### src/dtc_pkg.sv
// Package: register map, field layout and types of the dual timer/counter
package dtc_pkg;
   // APB word offsets (byte addresses)
   localparam logic [7:0] DTC_OFF_CTRL    = 8'h00;
   localparam logic [7:0] DTC_OFF_MODE    = 8'h04;
   localparam logic [7:0] DTC_OFF_LOW_0   = 8'h08;
   localparam logic [7:0] DTC_OFF_HIGH_0  = 8'h0c;
   localparam logic [7:0] DTC_OFF_LOW_1   = 8'h10;
   localparam logic [7:0] DTC_OFF_HIGH_1  = 8'h14;
   localparam logic [7:0] DTC_OFF_VECTOR  = 8'h18;
   localparam int         DTC_ADDR_W      = 8;

   // Control register bit positions
   localparam int DTC_CTRL_IRQ_TYPE_0 = 0;
   localparam int DTC_CTRL_IRQ_FLAG_0 = 1;
   localparam int DTC_CTRL_IRQ_TYPE_1 = 2;
   localparam int DTC_CTRL_IRQ_FLAG_1 = 3;
   localparam int DTC_CTRL_RUN_0      = 4;
   localparam int DTC_CTRL_OVF_0      = 5;
   localparam int DTC_CTRL_RUN_1      = 6;
   localparam int DTC_CTRL_OVF_1      = 7;

   // Mode register: counter 0 in low nibble, counter 1 in high nibble
   localparam int DTC_NIB_W        = 4;
   localparam int DTC_MODE_LO_POS  = 0;
   localparam int DTC_MODE_HI_POS  = 1;
   localparam int DTC_SRC_POS      = 2;
   localparam int DTC_GATE_POS     = 3;
   localparam int DTC_NIB_1_BASE   = 4;

   localparam logic [7:0] DTC_CTRL_RESET = 8'h00;
   localparam logic [7:0] DTC_MODE_RESET = 8'h00;
   localparam int         DTC_PRESC_W    = 5;

   typedef enum logic [1:0] {
      DTC_MODE_13BIT,
      DTC_MODE_16BIT,
      DTC_MODE_RELOAD,
      DTC_MODE_SPLIT
   } dtc_mode_t;

   typedef struct packed {
      logic      gate;
      logic      src;
      dtc_mode_t mode;
   } dtc_cfg_t;

   typedef struct packed {
      logic [7:0] low;
      logic [7:0] high;
   } dtc_count_t;
endpackage

### src/dtc_edge_sync.sv
// Three-stage pin synchroniser with falling-edge detect
`timescale 1ns/1ps
module dtc_edge_sync (
   input  wire logic pclk,
   input  wire logic presetn,
   input  wire logic ce,
   input  wire logic pin_async,
   output logic      level,
   output logic      fall
);
   logic s1_reg;
   logic s2_reg;
   logic s3_reg;

   always_ff @(posedge pclk or negedge presetn) begin
      if (!presetn) begin
         s1_reg <= 1'b1;
         s2_reg <= 1'b1;
         s3_reg <= 1'b1;
      end else if (ce) begin
         s1_reg <= pin_async;
         s2_reg <= s1_reg;
         s3_reg <= s2_reg;
      end
   end

   // Level counts once stages two and three agree
   logic lvl_reg;
   always_ff @(posedge pclk or negedge presetn) begin
      if (!presetn) begin
         lvl_reg <= 1'b1;
      end else if (ce && (s2_reg == s3_reg)) begin
         lvl_reg <= s3_reg;
      end
   end

   assign level = lvl_reg;
   // High sample then low sample
   assign fall  = ce && lvl_reg && (s2_reg == s3_reg) && !s3_reg;
endmodule

### src/dtc_timer.sv
// Dual timer/counter with APB register access
`timescale 1ns/1ps

//
// Behaviour
// [RULE1] Counter 0 wrap to zero sets its overflow flag and request.
// [RULE2] Software stops a counter before changing its mode.
// [RULE3] Mode 0: five-bit prescaler in low byte carries into high byte.
// [RULE4] Mode 0 upper three low-byte bits are undefined; software ignores them.
// [RULE5] Mode 1: low and high bytes form one sixteen-bit counter.
// [RULE6] Mode 2: low byte overflow sets flag and reloads from high byte.
// [RULE7] Overflow flag clears when the processor vectors to its routine.
// [RULE8] In reload mode high byte writes only affect the next reload.
// [RULE9] Split mode: counter 0 low byte uses counter 0 controls normally.
// [RULE10] Split mode: counter 0 high byte times, runs on run 1, flags 1.
// [RULE11] Counter 1 in mode 3 halts and holds its count.
// [RULE12] Counter 1 uses upper mode nibble and control bits 2,3,6,7.
// [RULE13] Counter 1 counts on run; with gate also needs pin 1 high.
// [RULE14] Counter 1 wrap to zero sets its overflow flag and request.
// [RULE15] With counter 0 split, counter 1 is run by mode switching; the code holds counter 1 in every mode while counter 0 is split.
// [RULE16] Counter 1 overflow may feed baud rate; reload mode suggested.
// [RULE17] Count pin sampled each cycle; high then low increments.
// [RULE18] Software stops a counter before presetting its count bytes.
// [RULE19] Counter 0 gate and run let pin 0 control counting.
// [RULE20] Gated counting advances only while pin is high and run set.
// [RULE21] Mode bits decode 00 13-bit, 01 16-bit, 10 reload, 11 split.
module dtc_timer
   import dtc_pkg::*;
#(
   parameter int PRESC_W = DTC_PRESC_W
) (
   input  wire logic        pclk,
   input  wire logic        presetn,
   input  wire logic        ce,
   input  wire logic        psel,
   input  wire logic        penable,
   input  wire logic        pwrite,
   input  wire logic [7:0]  paddr,
   input  wire logic [31:0] pwdata,
   output logic [31:0]      prdata,
   output logic             pready,
   output logic             pslverr,
   input  wire logic        count_pin_0,
   input  wire logic        count_pin_1,
   input  wire logic        ext_irq_pin_0,
   input  wire logic        ext_irq_pin_1,
   input  wire logic        vector_ack_0,
   input  wire logic        vector_ack_1,
   output logic             irq_req_0,
   output logic             irq_req_1,
   output logic             baud_tick
);
   initial begin
      if (PRESC_W < 1 || PRESC_W > 7) begin
         $error("PRESC_W out of range");
      end
   end

   ////////////////////////////////////////////////////////////////////
   // Pin conditioning

   logic [1:0] pin_fall;
   logic [1:0] irq_level;
   logic [1:0] cnt_pins;
   logic [1:0] irq_pins;
   assign cnt_pins = {count_pin_1, count_pin_0};
   assign irq_pins = {ext_irq_pin_1, ext_irq_pin_0};

   genvar g;
   generate
      for (g = 0; g < 2; g++) begin : g_pins
         // [RULE17] Count pin sampling
         dtc_edge_sync u_cnt (
            .pclk      (pclk),
            .presetn   (presetn),
            .ce        (ce),
            .pin_async (cnt_pins[g]),
            .level     (),
            .fall      (pin_fall[g])
         );
         dtc_edge_sync u_irq (
            .pclk      (pclk),
            .presetn   (presetn),
            .ce        (ce),
            .pin_async (irq_pins[g]),
            .level     (irq_level[g]),
            .fall      ()
         );
      end
   endgenerate

   ////////////////////////////////////////////////////////////////////
   // Register decode

   logic [7:0] counter_ctrl_reg;
   logic [7:0] counter_mode_reg;
   dtc_count_t cnt_reg [2];

   logic acc_wr;
   assign acc_wr  = psel && penable && pwrite && ce;
   assign pready  = ce;
   logic addr_ok;
   always_comb begin
      case (paddr)
         DTC_OFF_CTRL, DTC_OFF_MODE, DTC_OFF_LOW_0, DTC_OFF_HIGH_0,
         DTC_OFF_LOW_1, DTC_OFF_HIGH_1, DTC_OFF_VECTOR: addr_ok = 1'b1;
         default: addr_ok = 1'b0;
      endcase
   end
   assign pslverr = psel && penable && !addr_ok;

   // [RULE12] Counter 1 nibble and bits
   dtc_cfg_t cfg [2];
   assign cfg[0] = counter_mode_reg[DTC_NIB_W-1:0];
   assign cfg[1] = counter_mode_reg[DTC_NIB_1_BASE +: DTC_NIB_W];

   logic run_bit_0;
   logic run_bit_1;
   logic ovf_flag_0;
   logic ovf_flag_1;
   logic gate_sel_0;
   logic gate_sel_1;
   logic src_sel_0;
   logic src_sel_1;
   assign run_bit_0  = counter_ctrl_reg[DTC_CTRL_RUN_0];
   assign run_bit_1  = counter_ctrl_reg[DTC_CTRL_RUN_1];
   assign ovf_flag_0 = counter_ctrl_reg[DTC_CTRL_OVF_0];
   assign ovf_flag_1 = counter_ctrl_reg[DTC_CTRL_OVF_1];
   assign gate_sel_0 = cfg[0].gate;
   assign gate_sel_1 = cfg[1].gate;
   assign src_sel_0  = cfg[0].src;
   assign src_sel_1  = cfg[1].src;

   ////////////////////////////////////////////////////////////////////
   // Count enables

   logic [1:0] run_en;
   logic [1:0] tick;
   logic       split0;
   assign split0 = (cfg[0].mode == DTC_MODE_SPLIT);

   // [RULE19] Gate on pin 0
   // [RULE20] Pin high and run set
   assign run_en[0] = run_bit_0 && (!gate_sel_0 || irq_level[0]);
   // [RULE13] Gate on pin 1
   assign run_en[1] = run_bit_1 && (!gate_sel_1 || irq_level[1]);
   assign tick[0]   = ce && run_en[0] && (src_sel_0 ? pin_fall[0] : 1'b1);
   // [RULE11] Mode 3 halt
   // [RULE15] Split borrows run 1
   assign tick[1]   = ce && (cfg[1].mode != DTC_MODE_SPLIT) && !split0 &&
                      run_en[1] && (src_sel_1 ? pin_fall[1] : 1'b1);
   // [RULE10] High byte timer on run 1
   logic split_hi_tick;
   assign split_hi_tick = ce && split0 && run_bit_1;

   ////////////////////////////////////////////////////////////////////
   // Counter datapath

   localparam logic [PRESC_W-1:0] PRESC_MAX = {PRESC_W{1'b1}};
   dtc_count_t cnt_next [2];
   logic [1:0] wrap;
   logic       split_hi_wrap;

   always_comb begin
      for (int i = 0; i < 2; i++) begin
         cnt_next[i] = cnt_reg[i];
         wrap[i]     = 1'b0;
         if (tick[i]) begin
            // [RULE21] Mode decode
            case (cfg[i].mode)
               DTC_MODE_13BIT: begin
                  // [RULE3] Prescaler into high byte
                  // [RULE4] Upper low bits left as-is
                  cnt_next[i].low[PRESC_W-1:0] = cnt_reg[i].low[PRESC_W-1:0] + 1'b1;
                  if (cnt_reg[i].low[PRESC_W-1:0] == PRESC_MAX) begin
                     cnt_next[i].high = cnt_reg[i].high + 8'h01;
                     wrap[i] = (cnt_reg[i].high == 8'hff);
                  end
               end
               DTC_MODE_16BIT: begin
                  // [RULE5] Sixteen-bit cascade
                  {cnt_next[i].high, cnt_next[i].low} = {cnt_reg[i].high, cnt_reg[i].low} + 16'h0001;
                  wrap[i] = ({cnt_reg[i].high, cnt_reg[i].low} == 16'hffff);
               end
               DTC_MODE_RELOAD: begin
                  // [RULE6] Reload from high byte
                  // [RULE8] High byte read live at reload
                  if (cnt_reg[i].low == 8'hff) begin
                     cnt_next[i].low = cnt_reg[i].high;
                     wrap[i] = 1'b1;
                  end else begin
                     cnt_next[i].low = cnt_reg[i].low + 8'h01;
                  end
               end
               DTC_MODE_SPLIT: begin
                  // [RULE9] Low byte alone
                  cnt_next[i].low = cnt_reg[i].low + 8'h01;
                  wrap[i] = (cnt_reg[i].low == 8'hff);
               end
               default: begin
                  cnt_next[i] = cnt_reg[i];
               end
            endcase
         end
      end
      split_hi_wrap = 1'b0;
      if (split_hi_tick) begin
         cnt_next[0].high = cnt_reg[0].high + 8'h01;
         split_hi_wrap    = (cnt_reg[0].high == 8'hff);
      end
   end

   // Software writes win over counting; preset with run clear
   generate
      for (g = 0; g < 2; g++) begin : g_cnt
         localparam logic [7:0] OFF_LO = (g == 0) ? DTC_OFF_LOW_0 : DTC_OFF_LOW_1;
         localparam logic [7:0] OFF_HI = (g == 0) ? DTC_OFF_HIGH_0 : DTC_OFF_HIGH_1;
         always_ff @(posedge pclk or negedge presetn) begin
            if (!presetn) begin
               cnt_reg[g] <= '0;
            end else if (ce) begin
               cnt_reg[g] <= cnt_next[g];
               // [RULE18] Preset only meaningful when stopped
               if (acc_wr && paddr == OFF_LO) begin
                  cnt_reg[g].low <= pwdata[7:0];
               end
               if (acc_wr && paddr == OFF_HI) begin
                  cnt_reg[g].high <= pwdata[7:0];
               end
            end
         end
      end
   endgenerate

   ////////////////////////////////////////////////////////////////////
   // Control, mode and flags

   logic [1:0] ovf_set;
   logic [1:0] ovf_clr;
   // [RULE1] Counter 0 wrap
   assign ovf_set[0] = wrap[0];
   // [RULE14] Counter 1 wrap
   assign ovf_set[1] = wrap[1] || split_hi_wrap;
   // [RULE7] Vector acknowledge clears
   assign ovf_clr[0] = vector_ack_0 || (acc_wr && paddr == DTC_OFF_VECTOR && pwdata[0]);
   assign ovf_clr[1] = vector_ack_1 || (acc_wr && paddr == DTC_OFF_VECTOR && pwdata[1]);

   always_ff @(posedge pclk or negedge presetn) begin
      if (!presetn) begin
         counter_ctrl_reg <= DTC_CTRL_RESET;
      end else if (ce) begin
         if (acc_wr && paddr == DTC_OFF_CTRL) begin
            counter_ctrl_reg <= pwdata[7:0];
         end
         if (ovf_clr[0]) begin
            counter_ctrl_reg[DTC_CTRL_OVF_0] <= 1'b0;
         end
         if (ovf_clr[1]) begin
            counter_ctrl_reg[DTC_CTRL_OVF_1] <= 1'b0;
         end
         // Set wins over any clear in the same cycle
         if (ovf_set[0]) begin
            counter_ctrl_reg[DTC_CTRL_OVF_0] <= 1'b1;
         end
         if (ovf_set[1]) begin
            counter_ctrl_reg[DTC_CTRL_OVF_1] <= 1'b1;
         end
      end
   end

   // [RULE2] Mode changes unguarded by design
   always_ff @(posedge pclk or negedge presetn) begin
      if (!presetn) begin
         counter_mode_reg <= DTC_MODE_RESET;
      end else if (acc_wr && paddr == DTC_OFF_MODE) begin
         counter_mode_reg <= pwdata[7:0];
      end
   end

   // [RULE16] Baud source from counter 1 wrap
   logic baud_reg;
   always_ff @(posedge pclk or negedge presetn) begin
      if (!presetn) begin
         baud_reg <= 1'b0;
      end else if (ce) begin
         baud_reg <= wrap[1];
      end
   end
   assign baud_tick = baud_reg;
   assign irq_req_0 = ovf_flag_0;
   assign irq_req_1 = ovf_flag_1;

   ////////////////////////////////////////////////////////////////////
   // Read data

   logic [7:0] rd_byte;
   always_comb begin
      case (paddr)
         DTC_OFF_CTRL:   rd_byte = counter_ctrl_reg;
         DTC_OFF_MODE:   rd_byte = counter_mode_reg;
         DTC_OFF_LOW_0:  rd_byte = cnt_reg[0].low;
         DTC_OFF_HIGH_0: rd_byte = cnt_reg[0].high;
         DTC_OFF_LOW_1:  rd_byte = cnt_reg[1].low;
         DTC_OFF_HIGH_1: rd_byte = cnt_reg[1].high;
         default:        rd_byte = 8'h00;
      endcase
   end

   // Registered so data stays stable across the access phase
   always_ff @(posedge pclk or negedge presetn) begin
      if (!presetn) begin
         prdata <= 32'h0000_0000;
      end else if (ce && psel && !penable) begin
         prdata <= {24'h00_0000, rd_byte};
      end
   end
endmodule

### config.mk
export PLATFORM = sky130hd
export DESIGN_NAME = dtc_timer
export DESIGN_NICKNAME = d
export VERILOG_FILES = /design/src/dtc_pkg.sv /design/src/dtc_edge_sync.sv /design/src/dtc_timer.sv
export SDC_FILE = /design/constraint.sdc
export NUM_CORES = 1
export LEC_CHECK = 0
export BUFFER_PORTS_ARGS = -buffer_cell sky130_fd_sc_hd__clkbuf_2
export CAP_MARGIN = 10
export CORE_ASPECT_RATIO = 1.1
export CORE_MARGIN = 5
export CORE_UTILIZATION = 55
export CTS_BUF_LIST = sky130_fd_sc_hd__clkbuf_16
export DETAILED_ROUTE_END_ITERATION = 12
export GPL_ROUTABILITY_DRIVEN = 1
export PLACE_DENSITY = 0.84
export SETUP_SLACK_MARGIN = 0.15
export SYNTH_ARGS = -nofsm -noshare
export SYNTH_HDL_FRONTEND = slang
export SYNTH_SLANG_ARGS = --single-unit
### constraint.sdc
create_clock -name pclk -period 3 [get_ports pclk]
set_input_delay 0 -clock pclk [delete_from_list [all_inputs] [get_ports pclk]]
set_output_delay 0 -clock pclk [all_outputs]
set_load 0.05 [all_outputs]
==> results of run 1 <==
[routing by layer]
layer  vias to the layer above  GRT usage [%]  routed length, um
li1                       1946              -                  -
met1                      2106          30.66               5011
met2                       231          42.76               6626
met3                        51          5.374               1060
met4                         0          13.76                595
met5                         -              0                  0
[cells in the mapped netlist (3+ instances only)]
| master | instances | share of area (%) |
|---|---|---|
| a222oi_1 | 8 | 1.6 |
| a221oi_1 | 3 | 0.54 |
| buf_4 | 28 | 4.3 |
| o21ai_1 | 3 | 0.31 |
| a21boi_0 | 10 | 1.5 |
| o21ai_0 | 41 | 4.2 |
| nor2b_1 | 3 | 0.39 |
| nand4_1 | 12 | 1.5 |
| dfstp_2 | 16 | 8.6 |
| nand3_1 | 15 | 1.5 |
| a211oi_1 | 6 | 0.93 |
| and4_1 | 7 | 1.3 |
| mux2i_1 | 3 | 0.62 |
| nor2_1 | 34 | 2.6 |
| clkbuf_1 | 10 | 0.77 |
| inv_1 | 23 | 1.8 |
| a311oi_1 | 3 | 0.54 |
| mux2_2 | 36 | 8.3 |
| and3_1 | 8 | 1.0 |
| xnor2_1 | 10 | 1.8 |
| o22ai_1 | 3 | 0.39 |
| buf_2 | 6 | 0.62 |
| o31ai_1 | 7 | 1.1 |
| nand2_1 | 36 | 2.8 |
| nand2b_1 | 3 | 0.39 |
| a31oi_1 | 5 | 0.64 |
| dfrtp_1 | 57 | 29 |
| o211ai_1 | 9 | 1.4 |
| nor3_1 | 7 | 0.72 |
| ha_1 | 14 | 3.6 |
| or3_1 | 3 | 0.39 |
| xor2_1 | 11 | 2.0 |
| a21oi_1 | 33 | 3.4 |
[layout make-up]
type / instances / area [um2] / share of cell area [%]
sequential: 73 / 1847 / 34.29
inverter: 23 / 86.33 / 1.603
multi-input combinational: 396 / 2735 / 50.79
clock inverter: 7 / 28.78 / 0.5344
timing repair buffer: 52 / 320.3 / 5.948
clock buffer: 9 / 225.2 / 4.182
tap: 114 / 142.6 / 2.649
[what timing repair did]
item,in CTS,in global routing
hold buffers,7,0
endpoints found under the hold margin,41,0
gates resized for setup,0,0
[worst register-to-register path, cell delays in order, from the launching register on]
cell       delay [ns]
dfrtp_1          0.43
ha_1             0.21
nand3_1          0.26
inv_1            0.21
ha_1             0.19
mux2i_1          0.11
a2111oi_4        0.44
nor2_2           0.12
or3_1            0.36
a31oi_1          0.18
[metrics by stage]
stage	hold WS [ns]	instance area [um2]	setup slack, ns	util [%]
after global placement	0.1714	5061	0.6061	57.92
after detailed placement	0.1723	5061	0.4600	57.92
after floorplan	-0.2956	4955	0.7604	-
after global routing	0.01141	5385	0.2996	61.63
final	0.008765	5385	0.4073	61.63
after CTS	0.0002685	5385	0.4467	61.63
[kinds of logic (layout without fill, tap and decap cells)]
logic type	count (synthesis)	in the layout	synth area share [%]
AOI/OAI and AO/OA	149	149	20.46
and+or+nand+nor	149	149	17.55
adders and majority gates	14	14	3.598
muxes	39	39	8.944
buffers and inverters	69	91	7.659
DFF	73	73	37.93
other	1	24	0.07703
xor gates and xnor gates	21	21	3.778
[cells in the final DEF, fill, tap and decap left out, drive strengths merged, types with 3 or more instances in the layout]
cell type	netlist	routed
dfrtp	57	57
clkbuf	11	48
o21ai	44	44
nand2	36	36
mux2	36	36
nor2	35	35
a21oi	33	33
inv	23	24
conb	1	24
dfstp	16	16
nand3	15	15
ha	14	14
nand4	13	13
xor2	11	11
a21boi	10	10
xnor2	10	10
o211ai	9	9
nor3	9	9
and3	8	8
a222oi	8	8
and4	7	7
o31ai	7	7
dlygate4sd3	0	7
a211oi	6	6
clkinv	0	6
buf	35	6
a31oi	5	5
nor4	4	4
nor2b	3	3
mux2i	3	3
or3	3	3
nand2b	3	3
a221oi	3	3
o22ai	3	3
a311oi	3	3
and4bb	3	3
nor4b	3	3
[power by group through the flow]
stage                     clock (W)  combinational (W)  sequential, W
after global routing       0.000991           0.000332        0.00115
after CTS                  0.000948           0.000304        0.00114
after floorplan                   0           0.000223        0.00114
final                      0.000940           0.000305        0.00114
after detailed placement          0           0.000295        0.00116
after global placement            0           0.000278        0.00115
[final timing paths]
path / slack [ns] / cells past startpoint / start / to
setup / recovery: 0.41 / 9 / cnt_reg[24]$_DFFE_PN0P_ / cnt_reg[21]$_DFFE_PN0P_
hold / removal: 0.009 / 3 / pwdata[4] / cnt_reg[12]$_DFFE_PN0P_
setup reg to reg: 0.41 / 9 / cnt_reg[24]$_DFFE_PN0P_ / cnt_reg[21]$_DFFE_PN0P_
hold reg to reg: 0.48 / 2 / prdata[4]$_DFFE_PN0P_ / prdata[4]$_DFFE_PN0P_
max in group asynchronous: 1.91 / 3 / presetn / g_pins[1].u_cnt.level$_DFFE_PN1P_
min in group asynchronous: 0.32 / 2 / presetn / cnt_reg[13]$_DFFE_PN0P_
==> run_results.csv, run 1 <==
group,metric,value,unit
clock_network,tritoncts.num_buffers,9,
detailed_routing,drt_first_iter_violations,475,
clock_network,post-cts-setup-buffer-count,0,
setup_path,critical-path-top-delay-family,"simple AND/OR/NAND/NOR gates",
setup_path,critical_path_required,3.25,ns
floorplanning,die_ar,0.01084,mm2
logic_synthesis,synth_sequential_area_ratio,37.93,%
pwr,ir_drop,0.0002648,V
setup_path,timing.critical_path.from_type,"flop",
grt,grt.total_usage,25.49,%
cells_and_area,drive_above_1_share,21.96,%
clock_network,cts_num_sinks,73,
detailed_routing,post-route-drc-count,0,
setup_path,crit_buf_inv,1,
grt,grt_pass1_wl,21.45,mm
clock_network,worst_skew_pair.late_latency,0.34,ns
detailed_routing,postRouteWirelength,13.29,mm
timing,hold_viol,0,
logic_synthesis,synth_ff_type,"dfrtp_1",
cells_and_area,flip_flop_count_of_the_largest_register_all_copies_and_words_added,32,
floorplanning,floorplan_die_width,99.71,um
logic_synthesis,postSynth.asyncResetShare,100.0,%
clock_network,cts_tree,"yes",
timing,worst_slew_pin_slew,0.9020,ns
clock_network,clock-root-buffer,"clkbuf_16",
pwr,power.share.switching,27.97,%
grt,grt_pass1_vias,4173,
pwr,power.clock.fraction,39.4,%
detailed_routing,drt_first_pass_iters,9,
floorplanning,std_cell_rows,36,
pwr,share_seq_of_total_power,47.8,%
worst_hold_path,timing.hold.worst.class,"input pin to flop",
detailed_routing,vias_per_cell,6.430,
placed_design,post-place-cells,651,
timing,slew_violations,0,
pwr,comb_power_share,12.8,%
placed_design,place_congestion,0.9258,
timing,setup_repair_after_global_routing_missed_its_margin,"false",
detailed_routing,dr_total_vias,4334,
logic_synthesis,number_of_flops_mapped_to_enable_cells_by_yosys,0,
cells_and_area,filler_cell_count,720,
timing,setup_viol,0,
setup_path,slowest_delay,0.44,ns
job,maxCapViolCount,0,
pwr,power-per-cell-area,443.0,mW/mm2
timing,maxClockFrequency,385.7,MHz
pwr,cellLeakagePower,2.369,nW
floorplanning,num_io_pins,89,
setup_path,path_common_cell,"ha_1",
logic_synthesis,ys_types,65,
clock_network,clkTransAtPathRegs,0.06,ns
floorplanning,dieHeight,108.7,um
pwr,power_switching,0.0006674,W
grt,number_of_antenna_violations_at_the_first_check_in_global_routing,0,
cells_and_area,fin_nets,621,
pwr,p_int,0.001718,W
clock_network,htree_num_levels,3,
timing,final.setup_skew,0.008161,ns
floorplanning,core-area,0.008738,mm2
setup_path,setup.worst_path.end_class,"flop",
detailed_routing,ant_nets,0,
floorplanning,initial_core_util,55.71,%
setup_path,worstPathMaxFanout,8,
timing,fin_crit_sh,86.42,%
logic_synthesis,synthesis.area,0.004868,mm2
cells_and_area,syn_to_final_growth,10.61,%
timing,timing.max_slew.rel_slack,39.86,%
setup_path,critical-path-slowest-cell,"a2111oi_4",
setup_path,timing_worst_setup_path_type,"flop to flop",
grt,grt_max_degree,39,
placed_design,port-buffer-count,40,
logic_synthesis,synth-seq-cells,73,
grt,overflow,0,
detailed_routing,drt-wirelength-per-cell,19.72,um
pwr,overall_power_of_the_completed_layout,0.002386,W
clock_network,cts.path.max_buffers,2,
placed_design,post-dp-hpwl,9.838,mm
logic_synthesis,syn_area_per_cell,9.453,um2
setup_path,worst_ep_arrival_time,2.85,ns
logic_synthesis,netlist_instances,515,
cells_and_area,n_antenna_cell,0,
logic_synthesis,synth_warnings,0,
setup_path,worstPathCellList,"ha_1, nand3_1, inv_1, ha_1, mux2i_1, a2111oi_4, nor2_2, or3_1, a31oi_1",
cells_and_area,layout.cells.non_filler,674,
outcome,run_status,"finished clean",
timing,fin_crit,2.593,ns
timing,setup-tns-final,0,ns
Note: power is estimated with default switching activity, not from simulation.
==> run 2, diff against run 1 <==
- clock period: 3 -> 2.9 ns (I/O delays scaled with it)
==> run 2 against run 1 <==
Against the previous run: die area unchanged; via count down 1.2%; global-route usage down 0.87 points; worst hold slack better by 0.015 ns; sequential power up 4%; clock-buffer cell count unchanged; critical path depth unchanged; clock skew about the same; total power up 2.4%; critical endpoint unchanged; largest power group unchanged.
==> run_results.csv, run 2 (synthesis results as in run 1) <==
group,metric,value,unit
outcome,run_status,"finished clean",
setup_path,setup.worst_path.end_class,"flop",
clock_network,postCtsResizedCells,0,
setup_path,worst_ep_arrival_time,2.62,ns
pwr,power-per-cell-area,453.0,mW/mm2
grt,overflow,0,
job,maxCapViolCount,0,
clock_network,cts_num_sinks,73,
detailed_routing,vias_per_cell,6.345,
detailed_routing,drt-wirelength-per-cell,19.19,um
timing,final.setup_skew,0.008259,ns
setup_path,critical_path.reg2reg.endpoint,"cnt_reg[21]$_DFFE_PN0P_",
timing,timing.max_slew.rel_slack,48.24,%
timing,final_worst_hold_slack,0.02342,ns
timing,worst_slew_pin_slew,0.7764,ns
detailed_routing,post-route-drc-count,0,
floorplanning,num_io_pins,89,
cells_and_area,layout.cell_area.non_filler,0.005391,mm2
setup_path,crit_start,"cnt_reg[24]$_DFFE_PN0P_",
cells_and_area,filler_cell_count,757,
placed_design,dpl-instance-area,0.005069,mm2
detailed_routing,ant_nets,0,
cells_and_area,fin_nets,622,
pwr,ir_drop,0.0002455,V
timing,setup_viol,0,
setup_path,worstPathCellList,"ha_1, nand3_1, inv_1, ha_1, mux2i_1, a2111oi_4, nor2_2, or3_1, a31oi_1",
clock_network,clkTransAtPathRegs,0.06,ns
setup_path,worstPathMaxFanout,7,
setup_path,timing_worst_setup_path_type,"flop to flop",
clock_network,cts.path.max_buffers,2,
grt,number_of_antenna_violations_at_the_first_check_in_global_routing,0,
setup_path,critical-path-slowest-cell,"a2111oi_4",
floorplanning,dieHeight,108.7,um
timing,slew_violations,0,
pwr,cellLeakagePower,2.389,nW
timing,setup-tns-final,0,ns
timing,fin_crit_sh,81.62,%
grt,grt_pass1_vias,4174,
clock_network,cts_tree,"yes",
setup_path,path_common_cell,"ha_1",
floorplanning,core-area,0.008738,mm2
placed_design,port-buffer-count,40,
setup_path,r2r.worst_path.cells,9,
floorplanning,floorplan_die_width,99.71,um
clock_network,tritoncts.num_buffers,9,
setup_path,rr_startpoint,"cnt_reg[24]$_DFFE_PN0P_",
clock_network,worst_skew_pair.late_latency,0.34,ns
floorplanning,initial_core_util,55.71,%
setup_path,timing.critical_path.from_type,"flop",
cells_and_area,n_antenna_cell,0,
grt,grt_max_degree,42,
cells_and_area,drive_above_1_share,21.93,%
detailed_routing,drt_first_pass_iters,7,
grt,grt_pass1_wl,20.95,mm
placed_design,place_congestion,0.9434,
floorplanning,die_ar,0.01084,mm2
setup_path,slowest_delay,0.44,ns
floorplanning,std_cell_rows,36,
detailed_routing,postRouteWirelength,12.96,mm
setup_path,critical_path_required,3.16,ns
cells_and_area,final_common_cell,"dfrtp_1",
timing,setup_repair_after_global_routing_missed_its_margin,"false",
setup_path,r2r_setup_slack,0.53,ns
cells_and_area,layout.cells.most_common_list,"dfrtp_1, o21ai_0, clkbuf_2",
timing,hold_viol,0,
timing,fin_crit,2.367,ns
timing,maxClockFrequency,422.5,MHz
placed_design,post-dp-hpwl,9.601,mm
clock_network,htree_num_levels,3,
setup_path,setup.worst_path.end,"cnt_reg[21]$_DFFE_PN0P_",
detailed_routing,drt_first_iter_violations,568,
grt,grt.total_usage,24.63,%
clock_network,clock-root-buffer,"clkbuf_16",
detailed_routing,dr_total_vias,4283,
worst_hold_path,timing.hold.worst.class,"input pin to flop",
cells_and_area,flip_flop_count_of_the_largest_register_all_copies_and_words_added,32,
cells_and_area,syn_to_final_growth,10.74,%
==> run 2: cell types whose count changed in the layout (fill, tap and decap cells not counted), sizes merged <==
cell	before	now
clkinv	6	1
buf	6	7
inv	24	29
==> run 2: where the power goes <==
group          switching (W)  internal [W]  total (W)  leakage [nW]
Sequential         0.0000645       0.00112    0.00118         0.936
Clock               0.000396      0.000558   0.000954         0.147
Combinational       0.000206      0.000102   0.000308          1.31
Total               0.000667       0.00178    0.00244          2.39
==> run 2: worst max-delay path, delay by kind of cell (launching register included) <==
kind | cells | cell delay, ns
compound gates | 2 | 0.61
fa+ha+maj | 2 | 0.40
buf+inv | 1 | 0.13
flops | 1 | 0.42
mux | 1 | 0.12
simple gates | 3 | 0.62
==> run 2: per-layer routing <==
layer | track usage (%) | share of wire, % | vias up
met2 | 40.90 | 49 | 228
met5 | 0 | 0 | -
li1 | - | - | 1939
met3 | 6.078 | 8.4 | 46
met4 | 12.88 | 4.6 | 0
met1 | 29.55 | 38 | 2070
==> run 2: cell type report <==
cell class / instances / area (um2) / share of cell area (%)
tap: 114 / 142.6 / 2.646
clock inverter: 7 / 27.53 / 0.5106
timing repair buffer: 53 / 327.8 / 6.080
multi-input combinational: 396 / 2735 / 50.73
sequential: 73 / 1847 / 34.25
inverter: 23 / 86.33 / 1.601
clock buffer: 9 / 225.2 / 4.177
==> run 2: through the flow <==
step           std cells  setup WS [ns]  util, %  power, W
4_1_cts              675         0.5560    61.70  0.002448
5_1_grt              675         0.4222    61.70  0.002545
3_5_place_dp         652         0.5783    58.00  0.001492
3_3_place_gp         652         0.6811    58.00  0.001475
6_report             675         0.5331    61.70  0.002442
2_1_floorplan        538         0.6604        -  0.001405
==> run 2: worst min path at each step <==
| stage | from | end | slack [ns] | depth (start not counted) |
|---|---|---|---|---|
| final | pwdata[6] | cnt_reg[6]$_DFFE_PN0P_ | 0.02 | 3 |
| after global routing | pwdata[2] | cnt_reg[10]$_DFFE_PN0P_ | 0.03 | 3 |
| after floorplan | presetn | baud_tick$_DFFE_PN0P_ | -0.30 | 0 |
| after CTS | pwdata[6] | cnt_reg[6]$_DFFE_PN0P_ | 0.003 | 3 |
| after detailed placement | presetn | cnt_reg[5]$_DFFE_PN0P_ | 0.12 | 1 |
| after global placement | presetn | cnt_reg[7]$_DFFE_PN0P_ | 0.11 | 1 |
==> run 2: what timing repair did <==
item,CTS,global route
hold buffers,7,0
endpoints found under the hold margin,39,0
setup buffers,0,0
==> run 3, diff against run 2 <==
- clock period: 2.9 -> 2.3 ns (I/O delays scaled with it)
==> run 3 against run 2 <==
Against the previous run: critical path depth is 1 higher; worst setup slack worse by 0.41 ns; core utilization is 3.1 points higher; via count is 5.3% higher; first-iteration DRC count is 24% higher; clock skew is 0.0028 ns lower; clock power is 34% higher; sequential share of layout area is 1.6 points lower; critical path type unchanged; critical endpoint is now cnt_reg[23]$_DFFE_PN0P_; largest cell class unchanged.
==> run_results.csv, run 3 (synthesis results as in run 1) <==
group,metric,value,unit
detailed_routing,met1Wirelength,5.236,mm
floorplanning,die_ar,0.01084,mm2
timing,final_worst_hold_slack,0.008257,ns
setup_path,critical_path.reg2reg.endpoint,"cnt_reg[23]$_DFFE_PN0P_",
placed_design,port-buffer-count,40,
timing,fin_crit_sh,94.57,%
setup_path,worstPathMaxFanout,4,
setup_path,setup.worst_path.end_class,"flop",
detailed_routing,vias_per_cell,6.469,
detailed_routing,dr_total_vias,4509,
grt,grt_pass1_wl,21.98,mm
setup_path,critical_path_required,2.55,ns
floorplanning,core-area,0.008738,mm2
pwr,ir_drop,0.0007561,V
timing,slew_violations,0,
setup_path,worst_ep_arrival_time,2.43,ns
job,maxCapViolCount,0,
cells_and_area,final_common_cell,"dfrtp_1",
cells_and_area,fin_nets,644,
cells_and_area,n_antenna_cell,0,
clock_network,cts_num_sinks,73,
grt,grt_max_degree,74,
cells_and_area,flip_flop_count_of_the_largest_register_all_copies_and_words_added,32,
clock_network,clkTransAtPathRegs,0.06,ns
clock_network,cts_tree,"yes",
grt,number_of_antenna_violations_at_the_first_check_in_global_routing,0,
grt,grt.total_usage,25.79,%
timing,maxClockFrequency,459.8,MHz
detailed_routing,drt-wirelength-per-cell,19.82,um
placed_design,place_congestion,0.9487,
timing,setup_viol,0,
setup_path,timing.critical_path.from_type,"flop",
detailed_routing,met2_wirelength,6.404,mm
pwr,cellLeakagePower,2.480,nW
setup_path,path_common_cell,"ha_4",
timing,final.setup_skew,0.005412,ns
cells_and_area,syn_to_final_growth,16.27,%
setup_path,rr_startpoint,"cnt_reg[24]$_DFFE_PN0P_",
detailed_routing,postRouteWirelength,13.82,mm
clock_network,worst_skew_pair.late_latency,0.35,ns
grt,overflow,0,
detailed_routing,ant_nets,0,
timing,hold_viol,0,
detailed_routing,drt_first_pass_iters,9,
grt,grt_pass1_vias,4459,
timing,timing.max_slew.rel_slack,58.60,%
setup_path,slowest_delay,0.44,ns
worst_hold_path,hold_start,"vector_ack_0",
setup_path,timing_worst_setup_path_type,"flop to flop",
clock_network,clock-root-buffer,"clkbuf_16",
pwr,power-per-cell-area,562.1,mW/mm2
setup_path,worstPathCellList,"ha_4, nand3_4, inv_4, ha_4, mux2i_4, a2111oi_4, buf_4, o2111ai_2, xor2_1, a21oi_1",
cells_and_area,layout.cells.most_common_list,"dfrtp_1, o21ai_0, clkbuf_2",
floorplanning,num_io_pins,89,
placed_design,post-dp-hpwl,9.579,mm
setup_path,crit_buf_inv,2,
detailed_routing,maxUsedRoutingLayer,"met4",
timing,fin_crit,2.175,ns
cells_and_area,drive_above_1_share,27.79,%
floorplanning,dieHeight,108.7,um
timing,setup_repair_after_global_routing_missed_its_margin,"true",
outcome,run_status,"finished clean",
floorplanning,initial_core_util,55.71,%
worst_hold_path,timing.hold.worst.class,"input pin to flop",
clock_network,tritoncts.num_buffers,9,
worst_hold_path,worst_hold_path.endpoint,"counter_ctrl_reg[5]$_DFFE_PN0P_",
timing,setup-tns-final,0,ns
floorplanning,std_cell_rows,36,
setup_path,critical-path-slowest-cell,"a2111oi_4",
detailed_routing,drt_first_iter_violations,706,
clock_network,htree_num_levels,3,
setup_path,r2r.worst_path.cells,10,
setup_path,r2r_setup_slack,0.12,ns
setup_path,critical-path-top-delay-family,"compound AO/OA/AOI/OAI gates",
clock_network,cts.path.max_buffers,2,
worst_hold_path,timing.hold.worst_path_depth,3,
floorplanning,floorplan_die_width,99.71,um
detailed_routing,detail_route_met3_wl,1.412,mm
timing,worst_slew_pin_slew,0.6186,ns
detailed_routing,post-route-drc-count,0,
-- run 3: cell types whose count changed in the layout (fill, tap and decap cells not counted), sizes merged --
cell,previous run,this run
clkinvlp,0,1
inv,29,25
clkinv,1,4
dlygate4sd3,7,6
buf,7,30
-- run 3: layout make-up --
class	count	area, um2
flip-flops and latches	73	1849
inverters	23	88.84
well taps	114	142.6
fillers	669	3078
clock inverters	7	41.29
multi-input cells	396	2823
repair buffers	75	490.5
clock buffers	9	225.2
-- run 3: worst max path at each step --
stage,from,endpoint,cells after the start
finish,cnt_reg[24]$_DFFE_PN0P_,cnt_reg[23]$_DFFE_PN0P_,10
CTS,cnt_reg[25]$_DFFE_PN0P_,cnt_reg[23]$_DFFE_PN0P_,10
global route,cnt_reg[25]$_DFFE_PN0P_,cnt_reg[23]$_DFFE_PN0P_,10
detailed placement,cnt_reg[25]$_DFFE_PN0P_,cnt_reg[23]$_DFFE_PN0P_,10
global placement,cnt_reg[25]$_DFFE_PN0P_,cnt_reg[23]$_DFFE_PN0P_,10
floorplan,cnt_reg[24]$_DFFE_PN0P_,cnt_reg[21]$_DFFE_PN0P_,9
-- run 3: report_power, final --
part,switching [W],leakage (nW),internal [W]
combinational,0.000276,1.41,0.000142
sequential,0.0000758,0.933,0.00141
clock,0.000562,0.135,0.000720
total,0.000914,2.48,0.00227
-- run 3: through the flow --
step / power [W] / util, % / setup slack, ns / std cells / cell area, um2
after floorplan: 0.001774 / - / 0.1526 / 538 / 4981
after global placement: 0.001867 / 59.41 / 0.1983 / 665 / 5191
after detailed placement: 0.001892 / 59.41 / 0.07330 / 665 / 5191
after CTS: 0.003157 / 63.24 / 0.1576 / 688 / 5527
after global routing: 0.003293 / 64.78 / 0.06393 / 697 / 5660
final: 0.003182 / 64.78 / 0.1249 / 697 / 5660
-- run 3: routing by layer --
layer / global-route usage (%) / up-vias
met5: 0 / -
met4: 14.83 / 0
met3: 6.590 / 75
met2: 40.75 / 312
met1: 32.07 / 2133
li1: - / 1989
-- run 3: what timing repair did --
action                                  CTS  global route
hold buffers                              6             0
endpoints found under the setup margin    6            17
endpoints found under the hold margin    70             0
pin swaps                                 1            13
resized for setup                         1            13
buffers inserted                          1             9
-- run 3: tightest hold or removal path: cells and delay by family --
| family | cells | cell delay [ns] |
|---|---|---|
| buffers and inverters | 1 | 0.10 |
| AOI/OAI and AO/OA | 2 | 0.20 |
